$ cat config.mk
export PLATFORM = sky130hd
export DESIGN_NAME = etd_channel
export DESIGN_NICKNAME = d
export VERILOG_FILES = /design/src/rtl/etd_pkg.sv /design/src/rtl/etd_channel.sv
export SDC_FILE = /design/constraint.sdc
export NUM_CORES = 1
export LEC_CHECK = 0
export BUFFER_PORTS_ARGS = -buffer_cell sky130_fd_sc_hd__buf_4
export CORE_MARGIN = 2
export CORE_UTILIZATION = 40
export DETAILED_ROUTE_END_ITERATION = 8
export SETUP_SLACK_MARGIN = 0.5
export SLEW_MARGIN = 20
export SYNTH_ARGS = -nofsm -noshare
export SYNTH_HDL_FRONTEND = slang
export SYNTH_SLANG_ARGS = --single-unit
$ cat constraint.sdc
create_clock -name ref_clk -period 4.15 [get_ports ref_clk]
set_input_delay 0.415 -clock ref_clk [delete_from_list [all_inputs] [get_ports ref_clk]]
set_output_delay 0.415 -clock ref_clk [all_outputs]
set_load 0.01 [all_outputs]
$ cat src/rtl/etd_pkg.sv
package etd_pkg;

    // Register offsets (byte addresses on the APB).
    localparam logic [7:0] OFS_ACT_ENABLE = 8'h00;
    localparam logic [7:0] OFS_CTRL_BASE  = 8'h04;
    localparam logic [7:0] OFS_CONTROL    = 8'h08;
    localparam logic [7:0] OFS_BLOCK_SIZE = 8'h0C;
    localparam logic [7:0] OFS_COUNT      = 8'h10;
    localparam logic [7:0] OFS_RELOAD     = 8'h14;
    localparam logic [7:0] OFS_SRC_ADDR   = 8'h18;
    localparam logic [7:0] OFS_DST_ADDR   = 8'h1C;
    localparam logic [7:0] OFS_IRQ_STATUS = 8'h20;
    localparam logic [7:0] OFS_IRQ_MASK   = 8'h24;
    localparam logic [7:0] OFS_BUSY       = 8'h28;

    // Control register field positions.
    localparam int CTL_MODE    = 0;
    localparam int CTL_REPEAT_AREA_SELECT  = 1;
    localparam int CTL_SRCINC  = 2;
    localparam int CTL_DSTINC  = 3;
    localparam int CTL_CHAIN   = 4;
    localparam int CTL_REPEAT_INTERRUPT_ENABLE  = 5;
    localparam int CTL_SIZE16  = 6;

    // Interrupt status bit positions.
    localparam int IRQ_END     = 0;
    localparam int IRQ_REPEAT  = 1;

    localparam logic [7:0]  RST_BYTE = 8'h00;
    localparam logic [15:0] RST_WORD = 16'h0000;
    localparam logic [7:0]  CNT_ONE  = 8'h01;
    localparam logic [15:0] ADDR_ONE = 16'h0001;
    localparam logic [15:0] ADDR_TWO = 16'h0002;
    localparam logic [31:0] SLV_ERR_DATA = 32'h0000_0000;

    typedef enum logic [3:0]
    {
        ST_IDLE  = 4'b0001,
        ST_FETCH = 4'b0010,
        ST_READ  = 4'b0100,
        ST_WRITE = 4'b1000
    } etd_state_e;

    typedef struct packed
    {
        logic        req;
        logic        wr;
        logic        wide;
        logic [15:0] addr;
        logic [15:0] wdata;
    } etd_mem_req_s;

    typedef struct packed
    {
        logic        pready;
        logic        pslverr;
        logic [31:0] prdata;
    } etd_apb_rsp_s;

    typedef struct packed
    {
        etd_state_e   state;
        logic [7:0]   act_enable;
        logic [7:0]   ctrl_base;
        logic [7:0]   control;
        logic [7:0]   block_size;
        logic [7:0]   count;
        logic [7:0]   reload;
        logic [15:0]  src_addr;
        logic [15:0]  dst_addr;
        logic [15:0]  rpt_src;
        logic [15:0]  rpt_dst;
        logic [1:0]   irq_status;
        logic [1:0]   irq_mask;
        logic [2:0]   src_sel;
        logic [8:0]   units_left;
        logic [15:0]  data;
        etd_mem_req_s mem;
        etd_apb_rsp_s apb;
        logic         irq;
    } etd_regs_s;

endpackage : etd_pkg

$ cat src/rtl/etd_channel.sv
`timescale 1ns/1ps
// Contract
// - Activation enable bit gates its source; hardware clears it at transfer end; in repeat mode the code clears it only if repeat interrupt enable is set.
// - Destination fixed or incremented per unit; ignored when destination is repeat area.
// - Source fixed or incremented per unit; ignored when source is repeat area.
// - Mode bit selects normal or repeat; repeat-area select chooses destination or source.
// - Repeat interrupt enable raises interrupt at repeat-cycle end; no effect in normal mode.
// - Size bit picks 8 or 16 bit units; block size 00H means 256 units.
// - Transfer count gives transfers to perform; 00H means 256.
// - Separate 16-bit source and destination registers; read source, write destination.
module etd_channel
(
    input  wire logic                ref_clk,
    input  wire logic                rst,
    input  wire logic                psel,
    input  wire logic                penable,
    input  wire logic                pwrite,
    input  wire logic [7:0]          paddr,
    input  wire logic [31:0]         pwdata,
    output etd_pkg::etd_apb_rsp_s    apb_rsp,
    input  wire logic [7:0]          act_events,
    output etd_pkg::etd_mem_req_s    mem_req,
    input  wire logic                mem_ack,
    input  wire logic [15:0]         mem_rdata,
    output logic                     irq
);
    import etd_pkg::*;

    etd_regs_s r;
    etd_regs_s next_r;

    function automatic logic [7:0] lowest_bit(input logic [7:0] v);
        lowest_bit = v & (~v + 8'h01);
    endfunction : lowest_bit

    function automatic logic [2:0] bit_index(input logic [7:0] onehot);
        bit_index = 3'd0;
        for (int i = 0; i < 8; i++)
        begin
            if (onehot[i])
            begin
                bit_index = 3'(i);
            end
        end
    endfunction : bit_index

    logic [7:0]  pending;
    logic [7:0]  pick;
    logic        apb_access;
    logic        apb_wr;
    logic [31:0] rd_word;
    logic        mapped;
    logic        wide;
    logic        repeat_mode;
    logic        src_step;
    logic        dst_step;
    logic [15:0] step;
    logic        last_transfer;

    always_comb
    begin
        next_r = r;
        pending = act_events & r.act_enable;
        pick = lowest_bit(pending);
        apb_access = psel && penable && !r.apb.pready;
        apb_wr = apb_access && pwrite;
        wide = r.control[CTL_SIZE16];
        repeat_mode = r.control[CTL_MODE];
        src_step = r.control[CTL_SRCINC] && !(repeat_mode && r.control[CTL_REPEAT_AREA_SELECT]);
        dst_step = r.control[CTL_DSTINC] && !(repeat_mode && !r.control[CTL_REPEAT_AREA_SELECT]);
        step = wide ? ADDR_TWO : ADDR_ONE;
        last_transfer = (r.count == CNT_ONE);
        mapped = 1'b1;
        rd_word = SLV_ERR_DATA;
        case (paddr)
            OFS_ACT_ENABLE: rd_word[7:0] = r.act_enable;
            OFS_CTRL_BASE:  rd_word[7:0] = r.ctrl_base;
            OFS_CONTROL:    rd_word[7:0] = r.control;
            OFS_BLOCK_SIZE: rd_word[7:0] = r.block_size;
            OFS_COUNT:      rd_word[7:0] = r.count;
            OFS_RELOAD:     rd_word[7:0] = r.reload;
            OFS_SRC_ADDR:   rd_word[15:0] = r.src_addr;
            OFS_DST_ADDR:   rd_word[15:0] = r.dst_addr;
            OFS_IRQ_STATUS: rd_word[1:0] = r.irq_status;
            OFS_IRQ_MASK:   rd_word[1:0] = r.irq_mask;
            OFS_BUSY:       rd_word[0] = (r.state != ST_IDLE);
            default:        mapped = 1'b0;
        endcase

        // One wait state: the answer comes in the cycle after the access phase begins.
        next_r.apb.pready = apb_access;
        next_r.apb.pslverr = apb_access && !mapped;
        next_r.apb.prdata = (apb_access && !pwrite) ? rd_word : SLV_ERR_DATA;

        if (apb_wr)
        begin
            case (paddr)
                OFS_ACT_ENABLE: next_r.act_enable = pwdata[7:0];
                OFS_CTRL_BASE:  next_r.ctrl_base = pwdata[7:0];
                OFS_CONTROL:    next_r.control = {1'b0, pwdata[6:0]};
                OFS_BLOCK_SIZE: next_r.block_size = pwdata[7:0];
                OFS_COUNT:      next_r.count = pwdata[7:0];
                OFS_RELOAD:     next_r.reload = pwdata[7:0];
                OFS_SRC_ADDR:   next_r.src_addr = pwdata[15:0];
                OFS_DST_ADDR:   next_r.dst_addr = pwdata[15:0];
                OFS_IRQ_STATUS: next_r.irq_status = r.irq_status & ~pwdata[1:0];
                OFS_IRQ_MASK:   next_r.irq_mask = pwdata[1:0];
                default:        next_r.data = r.data;
            endcase
        end

        case (r.state)
            ST_IDLE:
            begin
                if (pending != 8'h00)
                begin
                    // Fetch of the activated source's control entry, one byte per source.
                    next_r.src_sel = bit_index(pick);
                    next_r.mem.req = 1'b1;
                    next_r.mem.wr = 1'b0;
                    next_r.mem.wide = 1'b0;
                    next_r.mem.addr = {r.ctrl_base, 5'h00, bit_index(pick)};
                    next_r.rpt_src = r.src_addr;
                    next_r.rpt_dst = r.dst_addr;
                    next_r.units_left = (r.block_size == 8'h00) ? 9'h100 : {1'b0, r.block_size};
                    next_r.state = ST_FETCH;
                end
            end
            ST_FETCH:
            begin
                if (mem_ack)
                begin
                    next_r.mem.req = 1'b1;
                    next_r.mem.wide = wide;
                    next_r.mem.addr = r.src_addr;
                    next_r.state = ST_READ;
                end
            end
            ST_READ:
            begin
                if (mem_ack)
                begin
                    next_r.data = wide ? mem_rdata : {8'h00, mem_rdata[7:0]};
                    next_r.mem.wr = 1'b1;
                    next_r.mem.addr = r.dst_addr;
                    next_r.mem.wdata = wide ? mem_rdata : {8'h00, mem_rdata[7:0]};
                    next_r.state = ST_WRITE;
                end
            end
            ST_WRITE:
            begin
                if (mem_ack)
                begin
                    next_r.src_addr = src_step ? r.src_addr + step : r.src_addr;
                    next_r.dst_addr = dst_step ? r.dst_addr + step : r.dst_addr;
                    next_r.units_left = r.units_left - 9'h001;
                    next_r.mem.wr = 1'b0;
                    next_r.mem.addr = src_step ? r.src_addr + step : r.src_addr;
                    if (r.units_left == 9'h001)
                    begin
                        next_r.mem.req = 1'b0;
                        next_r.state = ST_IDLE;
                        next_r.count = r.count - CNT_ONE;
                        if (last_transfer)
                        begin
                            if (repeat_mode)
                            begin
                                next_r.count = r.reload;
                                if (r.control[CTL_REPEAT_AREA_SELECT])
                                begin
                                    next_r.src_addr = r.rpt_src;
                                end
                                else
                                begin
                                    next_r.dst_addr = r.rpt_dst;
                                end
                                if (r.control[CTL_REPEAT_INTERRUPT_ENABLE])
                                begin
                                    next_r.irq_status[IRQ_REPEAT] = 1'b1;
                                    next_r.act_enable[r.src_sel] = 1'b0;
                                end
                            end
                            else
                            begin
                                next_r.irq_status[IRQ_END] = 1'b1;
                                next_r.act_enable[r.src_sel] = 1'b0;
                            end
                        end
                    end
                    else
                    begin
                        next_r.state = ST_READ;
                    end
                end
            end
            default:
            begin
                next_r.state = ST_IDLE;
                next_r.mem.req = 1'b0;
            end
        endcase

        next_r.irq = |(next_r.irq_status & r.irq_mask);
    end

    always_ff @(posedge ref_clk)
    begin
        if (rst)
        begin
            r <= '0;
            r.state <= ST_IDLE;
        end
        else
        begin
            r <= next_r;
        end
    end

    assign apb_rsp = r.apb;
    assign mem_req = r.mem;
    assign irq = r.irq;

endmodule : etd_channel

==> insert_results.sql, run 1 <==
INSERT INTO impl_metrics (metric_group, metric, value, unit) VALUES
('sta', 'finalHoldWorstSlack', '208', 'ps'),
('logic_synthesis', 'syn_area', '0.0103', 'mm2'),
('sta', 'worst_slew_margin_rel', '32.4', '%'),
('floorplanning', 'initial_core_util', '40.9', '%'),
('worst_setup_path', 'critical_path.endpoint_type', 'flop', ''),
('grt', 'grt_max_degree', '118', ''),
('grt', 'grt_use_met2', '38.4', '%'),
('clocking', 'clk_pin_slew_worst_paths', '80', 'ps'),
('grt', 'grt_use_met1', '33.2', '%'),
('logic_synthesis', 'synth_edf_count', '0', ''),
('place', 'dp_hpwl', '23100', 'um'),
('routing', 'drt_first_pass_iters', '8', ''),
('sta', 'clock-skew-final', '14.0', 'ps'),
('grt', 'grtUsageMet3', '4.34', '%'),
('cells_and_area', 'insertedDiodeCount', '0', ''),
('routing', 'drt-vias-per-instance', '5.84', ''),
('hold_path', 'worst_hold_path.num_cells', '3', ''),
('power', 'cell_internal_pwr', '0.00274', 'W'),
('routing', 'drt-wirelength-per-cell', '19.9', 'um'),
('power', 'ir_drop', '0.241', 'mV'),
('clocking', 'tritoncts', 'built', ''),
('grt', 'gr-total-overflow', '0', ''),
('logic_synthesis', 'synth.largest_area_cell', 'sky130_fd_sc_hd__dfxtp_1', ''),
('clocking', 'cts_hold_buffers', '0', ''),
('routing', 'drc', '0', ''),
('power', 'p_leak', '4.29', 'nW'),
('run_status', 'status', 'completed', ''),
('worst_setup_path', 'crit_required', '4460', 'ps'),
('hold_path', 'hold_end', 'mem_req[4]', ''),
('clocking', 'cts-resized-gates', '0', ''),
('place', 'gp_congestion', '0.877', ''),
('logic_synthesis', 'ys_warn_count', '0', ''),
('logic_synthesis', 'ys_seq_elements', '185', ''),
('place', 'place.detailed.instances', '1623', ''),
('sta', 'finalHoldViolCount', '0', ''),
('routing', 'drt_iter0_markers', '1107', ''),
('routing', 'antenna_violating_nets_post_route', '0', ''),
('sta', 'maxSlewViolCount', '0', ''),
('sta', 'timing.final.crit_share', '69.1', '%'),
('cells_and_area', 'drive_above_1_share', '14.3', '%'),
('worst_setup_path', 'critPathLaunchType', 'flop', ''),
('worst_setup_path', 'rr_endpoint', 'r[212]', ''),
('logic_synthesis', 'netlist_top_cells_count', 'sky130_fd_sc_hd__nand2_1 (214), sky130_fd_sc_hd__dfxtp_1 (185), sky130_fd_sc_hd__a21oi_1 (130)', ''),
('place', 'placement.io_buffers', '107', ''),
('clocking', 'cts_htree_levels', '4', ''),
('clocking', 'cts_setup_buffers', '0', ''),
('hold_path', 'hp-start', 'mem_rdata[4]', ''),
('sta', 'rsz0062_at_grt', 'no', ''),
('worst_setup_path', 'critical_path.max_fanout', '8', ''),
('logic_synthesis', 'post-synth-top-area-fraction', '35.9', '%'),
('worst_setup_path', 'regToRegSetupSlack', '1280', 'ps'),
('worst_setup_path', 'path_class', 'flop to flop', ''),
('worst_setup_path', 'crit_arrival', '3170', 'ps'),
('flow_run', 'timing.max_cap.violations', '0', ''),
('sta', 'setup_viol', '0', ''),
('logic_synthesis', 'dominantRegCellSynth', 'sky130_fd_sc_hd__dfxtp_1', ''),
('floorplanning', 'core_area', '0.0253', 'mm2'),
('floorplanning', 'die_w', '165', 'um'),
('logic_synthesis', 'postSynthCellCount', '1328', ''),
('worst_setup_path', 'startpoint_of_the_most_critical_register_to_register_path', 'r[86]', ''),
('clocking', 'clk_path_buf_depth', '2', ''),
('cells_and_area', 'final_nets', '1392', ''),
('power', 'power.density_cell_area', '318', 'mW/mm2'),
('grt', 'groute.usage.overall', '24.3', '%'),
('grt', 'grt_pass1_wl', '50600', 'um'),
('routing', 'routed_wirelength', '33000', 'um'),
('sta', 'timing.setup.tns', '0', 'ps'),
('logic_synthesis', 'postSynth.asyncResetShare', '0', '%'),
('sta', 'max_freq', '349', 'MHz'),
('logic_synthesis', 'synth_most_common_cell', 'sky130_fd_sc_hd__nand2_1', ''),
('floorplanning', 'rows', '58', '');
## through the flow
stage	total power [W]	instance area (um2)	setup WS (ps)
detailed placement	0.00196	10800	1360
CTS	0.00364	11400	1350
finish	0.00362	11400	1280
global route	0.00373	11400	977
floorplan	0.00189	10400	1880
global placement	0.00196	10800	1390
## registers in the layout, summed over array words and instances (netlist names)
signal and count:
r 131, apb_rsp 18, irq 1, mem_req 35
## power groups by stage
| stage | Combinational (W) | Sequential (W) | Clock (W) |
|---|---|---|---|
| after floorplan | 0.0000769 | 0.00182 | 0 |
| after global placement | 0.000138 | 0.00182 | 0 |
| after detailed placement | 0.000139 | 0.00182 | 0 |
| after CTS | 0.000139 | 0.00178 | 0.00173 |
| after global routing | 0.000149 | 0.00178 | 0.00181 |
| final | 0.000140 | 0.00178 | 0.00171 |
## logic make-up after synthesis
kind of cell	Yosys count	synth area share, %
other cells	1	0.0363
buf+inv	189	9.88
simple gates	535	24.6
flops	185	35.9
fa+ha+maj	10	1.36
xor+xnor	31	2.63
compound gates	324	20.4
mux	53	5.25
## cells in the final DEF, fill, tap and decap left out, types with 5 or more instances in the layout
| cell type | instances |
|---|---|
| sky130_fd_sc_hd__nand2_1 | 214 |
| sky130_fd_sc_hd__dfxtp_1 | 185 |
| sky130_fd_sc_hd__a21oi_1 | 130 |
| sky130_fd_sc_hd__buf_4 | 123 |
| sky130_fd_sc_hd__nor2_1 | 109 |
| sky130_fd_sc_hd__nand3_1 | 76 |
| sky130_fd_sc_hd__mux2i_1 | 46 |
| sky130_fd_sc_hd__o21ai_0 | 33 |
| sky130_fd_sc_hd__a211oi_1 | 22 |
| sky130_fd_sc_hd__a22oi_1 | 22 |
| sky130_fd_sc_hd__nor3_1 | 19 |
| sky130_fd_sc_hd__xor2_1 | 18 |
| sky130_fd_sc_hd__clkbuf_16 | 17 |
| sky130_fd_sc_hd__conb_1 | 16 |
| sky130_fd_sc_hd__inv_1 | 15 |
| sky130_fd_sc_hd__and3_1 | 14 |
| sky130_fd_sc_hd__xnor2_1 | 13 |
| sky130_fd_sc_hd__nor4_1 | 13 |
| sky130_fd_sc_hd__o21ai_1 | 13 |
| sky130_fd_sc_hd__nand3b_1 | 12 |
| sky130_fd_sc_hd__a222oi_1 | 11 |
| sky130_fd_sc_hd__or3_1 | 10 |
| sky130_fd_sc_hd__nand2b_1 | 10 |
| sky130_fd_sc_hd__a31oi_1 | 10 |
| sky130_fd_sc_hd__nand4_1 | 9 |
| sky130_fd_sc_hd__a22o_1 | 9 |
| sky130_fd_sc_hd__a31o_2 | 8 |
| sky130_fd_sc_hd__a221oi_1 | 8 |
| sky130_fd_sc_hd__ha_1 | 8 |
| sky130_fd_sc_hd__o31ai_1 | 7 |
| sky130_fd_sc_hd__nor2b_1 | 6 |
| sky130_fd_sc_hd__o41ai_1 | 6 |
| sky130_fd_sc_hd__nor2_2 | 5 |
| sky130_fd_sc_hd__o2bb2ai_1 | 5 |
## worst max path at each step
stage	start	end	depth (start not counted)
after global routing	r[86]	r[212]	6
after global placement	r[86]	r[213]	6
final	r[86]	r[212]	6
after detailed placement	r[86]	r[212]	6
after CTS	r[86]	r[212]	6
after floorplan	r[196]	mem_req[29]	10
## area by class of cell
cell class                      instances  area [um2]
Tap cell                              330         413
Clock buffer                           17         425
Sequential cell                       185        3700
Clock inverter                         15         179
Inverter                               15        56.3
Multi-Input combinational cell        969        5670
Timing Repair Buffer                  124         943
Fill cell                            2561       13900
## per-layer routing
layer	share of wire [%]	wire length, um	up-vias
met4	2.8	926	0
met1	44	14500	4592
met5	0	0	-
met3	7.1	2330	49
met2	46	15200	406
li1	-	-	4611
## worst max-delay path: stages (launching register included)
cell	delay (ps)
sky130_fd_sc_hd__dfxtp_1	470
sky130_fd_sc_hd__ha_1	210
sky130_fd_sc_hd__nor4b_1	700
sky130_fd_sc_hd__nand3_1	340
sky130_fd_sc_hd__nor4_1	730
sky130_fd_sc_hd__and3_1	250
sky130_fd_sc_hd__nor3_1	40
(Power assumes the default switching activity.)
==> run 2, diff against run 1 <==
- clock period: 4.15 -> 2.8 ns (I/O delays scaled with it)
==> insert_results.sql, run 2 (synthesis results as in run 1) <==
INSERT INTO impl_metrics (metric_group, metric, value, unit) VALUES
('run_status', 'status', 'completed', ''),
('flow_run', 'timing.max_cap.violations', '0', ''),
('power', 'ir_drop', '0.280', 'mV'),
('worst_setup_path', 'crit_required', '3150', 'ps'),
('power', 'clkPwrFrac', '46.8', '%'),
('sta', 'setup_viol', '0', ''),
('sta', 'timing.setup.tns', '0', 'ps'),
('routing', 'routed_wirelength', '34000', 'um'),
('grt', 'groute.usage.overall', '25.1', '%'),
('hold_path', 'hold_class', 'input port to flop', ''),
('power', 'power.net_switching', '0.00143', 'W'),
('floorplanning', 'rows', '58', ''),
('cells_and_area', 'largest_reg_flops', '131', ''),
('place', 'dp_hpwl', '23900', 'um'),
('cells_and_area', 'most-common-layout-cells', 'sky130_fd_sc_hd__nand2_1 (213), sky130_fd_sc_hd__dfxtp_1 (183), sky130_fd_sc_hd__buf_4 (161)', ''),
('worst_setup_path', 'critical_path.endpoint_type', 'flop', ''),
('floorplanning', 'pin_count', '140', ''),
('floorplanning', 'die_w', '165', 'um'),
('worst_setup_path', 'crit_arrival', '2540', 'ps'),
('power', 'power.density_cell_area', '453', 'mW/mm2'),
('power', 'p_leak', '4.53', 'nW'),
('hold_path', 'hp-start', 'mem_rdata[1]', ''),
('cells_and_area', 'largest_register', 'r', ''),
('clocking', 'cts_sinks', '185', ''),
('worst_setup_path', 'slowest_delay', '350', 'ps'),
('worst_setup_path', 'startpoint_of_the_most_critical_register_to_register_path', 'r[196]', ''),
('routing', 'drt_first_pass_iters', '8', ''),
('sta', 'timing.final.crit_share', '78.1', '%'),
('clocking', 'clk_path_buf_depth', '2', ''),
('cells_and_area', 'fill_cells', '2519', ''),
('power', 'cell_internal_pwr', '0.00393', 'W'),
('worst_setup_path', 'worst-path-buf-inv', '1', ''),
('clocking', 'cts_hold_buffers', '0', ''),
('sta', 'timing_worst_slew_pin_value', '704', 'ps'),
('sta', 'postLayoutSetupSlackWorst', '613', 'ps'),
('grt', 'grt_pass1_wl', '52200', 'um'),
('sta', 'worst_slew_margin_rel', '53.1', '%'),
('clocking', 'worst_skew_pair.late_latency', '450', 'ps'),
('floorplanning', 'initial_core_util', '40.9', '%'),
('grt', 'grt_max_degree', '66', ''),
('grt', 'number_of_antenna_violations_at_the_first_check_in_global_routing', '0', ''),
('routing', 'antenna_violating_nets_post_route', '0', ''),
('worst_setup_path', 'critical_path.max_fanout', '12', ''),
('routing', 'drc', '0', ''),
('worst_setup_path', 'critical_path.top_delay_family', 'compound AO/OA/AOI/OAI gates', ''),
('power', 'share_seq_of_total_power', '49.1', '%'),
('power', 'swShare', '26.6', '%'),
('cells_and_area', 'final_nets', '1432', ''),
('cells_and_area', 'insertedDiodeCount', '0', ''),
('floorplanning', 'die_height', '165', 'um'),
('clocking', 'clk_pin_slew_worst_paths', '90', 'ps'),
('grt', 'grt_pass1_vias', '9093', ''),
('worst_setup_path', 'path_class', 'flop to flop', ''),
('sta', 'max_freq', '457', 'MHz'),
('worst_setup_path', 'worst_path_max_delay_cell', 'sky130_fd_sc_hd__dfxtp_1', ''),
('sta', 'maxSlewViolCount', '0', ''),
('sta', 'final.min_clock_period', '2190', 'ps'),
('clocking', 'cts_made_buffers', '17', ''),
('clocking', 'cts_htree_levels', '4', ''),
('routing', 'total_via_count_after_detailed_routing', '9927', ''),
('clocking', 'buffer_cell_driving_the_clock_tree_root', 'sky130_fd_sc_hd__clkbuf_16', ''),
('sta', 'finalHoldViolCount', '0', ''),
('routing', 'drt_iter0_markers', '1067', ''),
('place', 'gp_congestion', '0.908', ''),
('place', 'preCtsSetupSlack', '405', 'ps'),
('place', 'placement.io_buffers', '107', ''),
('worst_setup_path', 'crit_start', 'r[196]', ''),
('cells_and_area', 'layout_commonest_cell', 'sky130_fd_sc_hd__nand2_1', ''),
('routing', 'drt-vias-per-instance', '5.86', ''),
('grt', 'gr-total-overflow', '0', ''),
('floorplanning', 'core_area', '0.0253', 'mm2'),
('floorplanning', 'fp.dieArea', '0.0271', 'mm2'),
('sta', 'clock-skew-final', '14.5', 'ps'),
('cells_and_area', 'drive_above_1_share', '18.1', '%'),
('routing', 'drt-wirelength-per-cell', '20.0', 'um'),
('power', 'share_comb_of_total_power', '4.0', '%'),
('sta', 'rsz0062_at_grt', 'yes', ''),
('place', 'placement.cell_area', '0.0111', 'mm2'),
('worst_setup_path', 'critPathLaunchType', 'flop', ''),
('clocking', 'tritoncts', 'built', ''),
('cells_and_area', 'final_area', '0.0118', 'mm2'),
('cells_and_area', 'area_growth_syn_to_layout', '14.5', '%'),
('worst_setup_path', 'cp_cell_sequence', 'buf_4 -> ha_1 -> a21o_1 -> and3_2 -> nand2_1 -> mux2i_1 -> o211a_1 -> o41ai_1', '');
## run 2: cell types whose count changed in the layout (fill, tap and decap cells not counted), sizes merged
| cell | previous run | this run |
|---|---|---|
| clkinvlp | 4 | 0 |
| buf | 124 | 164 |
| clkinv | 1 | 7 |
| bufinv | 2 | 0 |
## run 2: what timing repair did
action                                  4_1_cts  5_1_grt
endpoints found under the setup margin       20       47
pin swaps                                     0        3
setup buffers                                 0        2
resized for setup                             6       17
cloned                                        0        0
## run 2: metal layers
metal / global-route usage (%) / routed length [um]
met2: 39.3 / 15300
met5: 0 / 0
met4: 11.2 / 1340
met1: 33.9 / 14900
met3: 4.12 / 2470
## run 2: tightest hold or removal path, cell delays in order
cell,delay (ps)
sky130_fd_sc_hd__buf_4,110
sky130_fd_sc_hd__nand2_1,40
sky130_fd_sc_hd__a21oi_1,50
## run 2: worst paths after layout
check | end | slack, ps | depth (start not counted)
hold / removal | mem_req[1] | 60 | 3
hold reg to reg | mem_req[10] | 450 | 2
setup reg to reg | mem_req[29] | 610 | 8
setup / recovery | mem_req[29] | 610 | 8
## run 2: layout make-up
class	instances	area, um2	area share (%)
clock buffers	17	425	3.60
clock inverters	15	191	1.62
inverters	15	56.3	0.476
multi-input cells	969	5760	48.7
flip-flops and latches	185	3710	31.4
well taps	330	413	3.49
repair buffers	164	1270	10.7
## run 2: power groups by stage
stage,logic (W),registers (W),clock network (W)
finish,0.000216,0.00263,0.00251
global route,0.000231,0.00263,0.00264
CTS,0.000213,0.00263,0.00254
detailed placement,0.000213,0.00269,0
global placement,0.000213,0.00269,0
floorplan,0.000114,0.00269,0
## run 2: stage by stage
step | power, W | cells | utilization (%) | hold WS [ps]
after floorplan | 0.00281 | 1343 | - | 416
after global placement | 0.00291 | 1661 | 43.9 | 439
after global routing | 0.00550 | 1695 | 46.8 | 55.5
final | 0.00536 | 1695 | 46.8 | 60.9
after CTS | 0.00539 | 1693 | 46.5 | 51.7
after detailed placement | 0.00291 | 1661 | 43.9 | 444
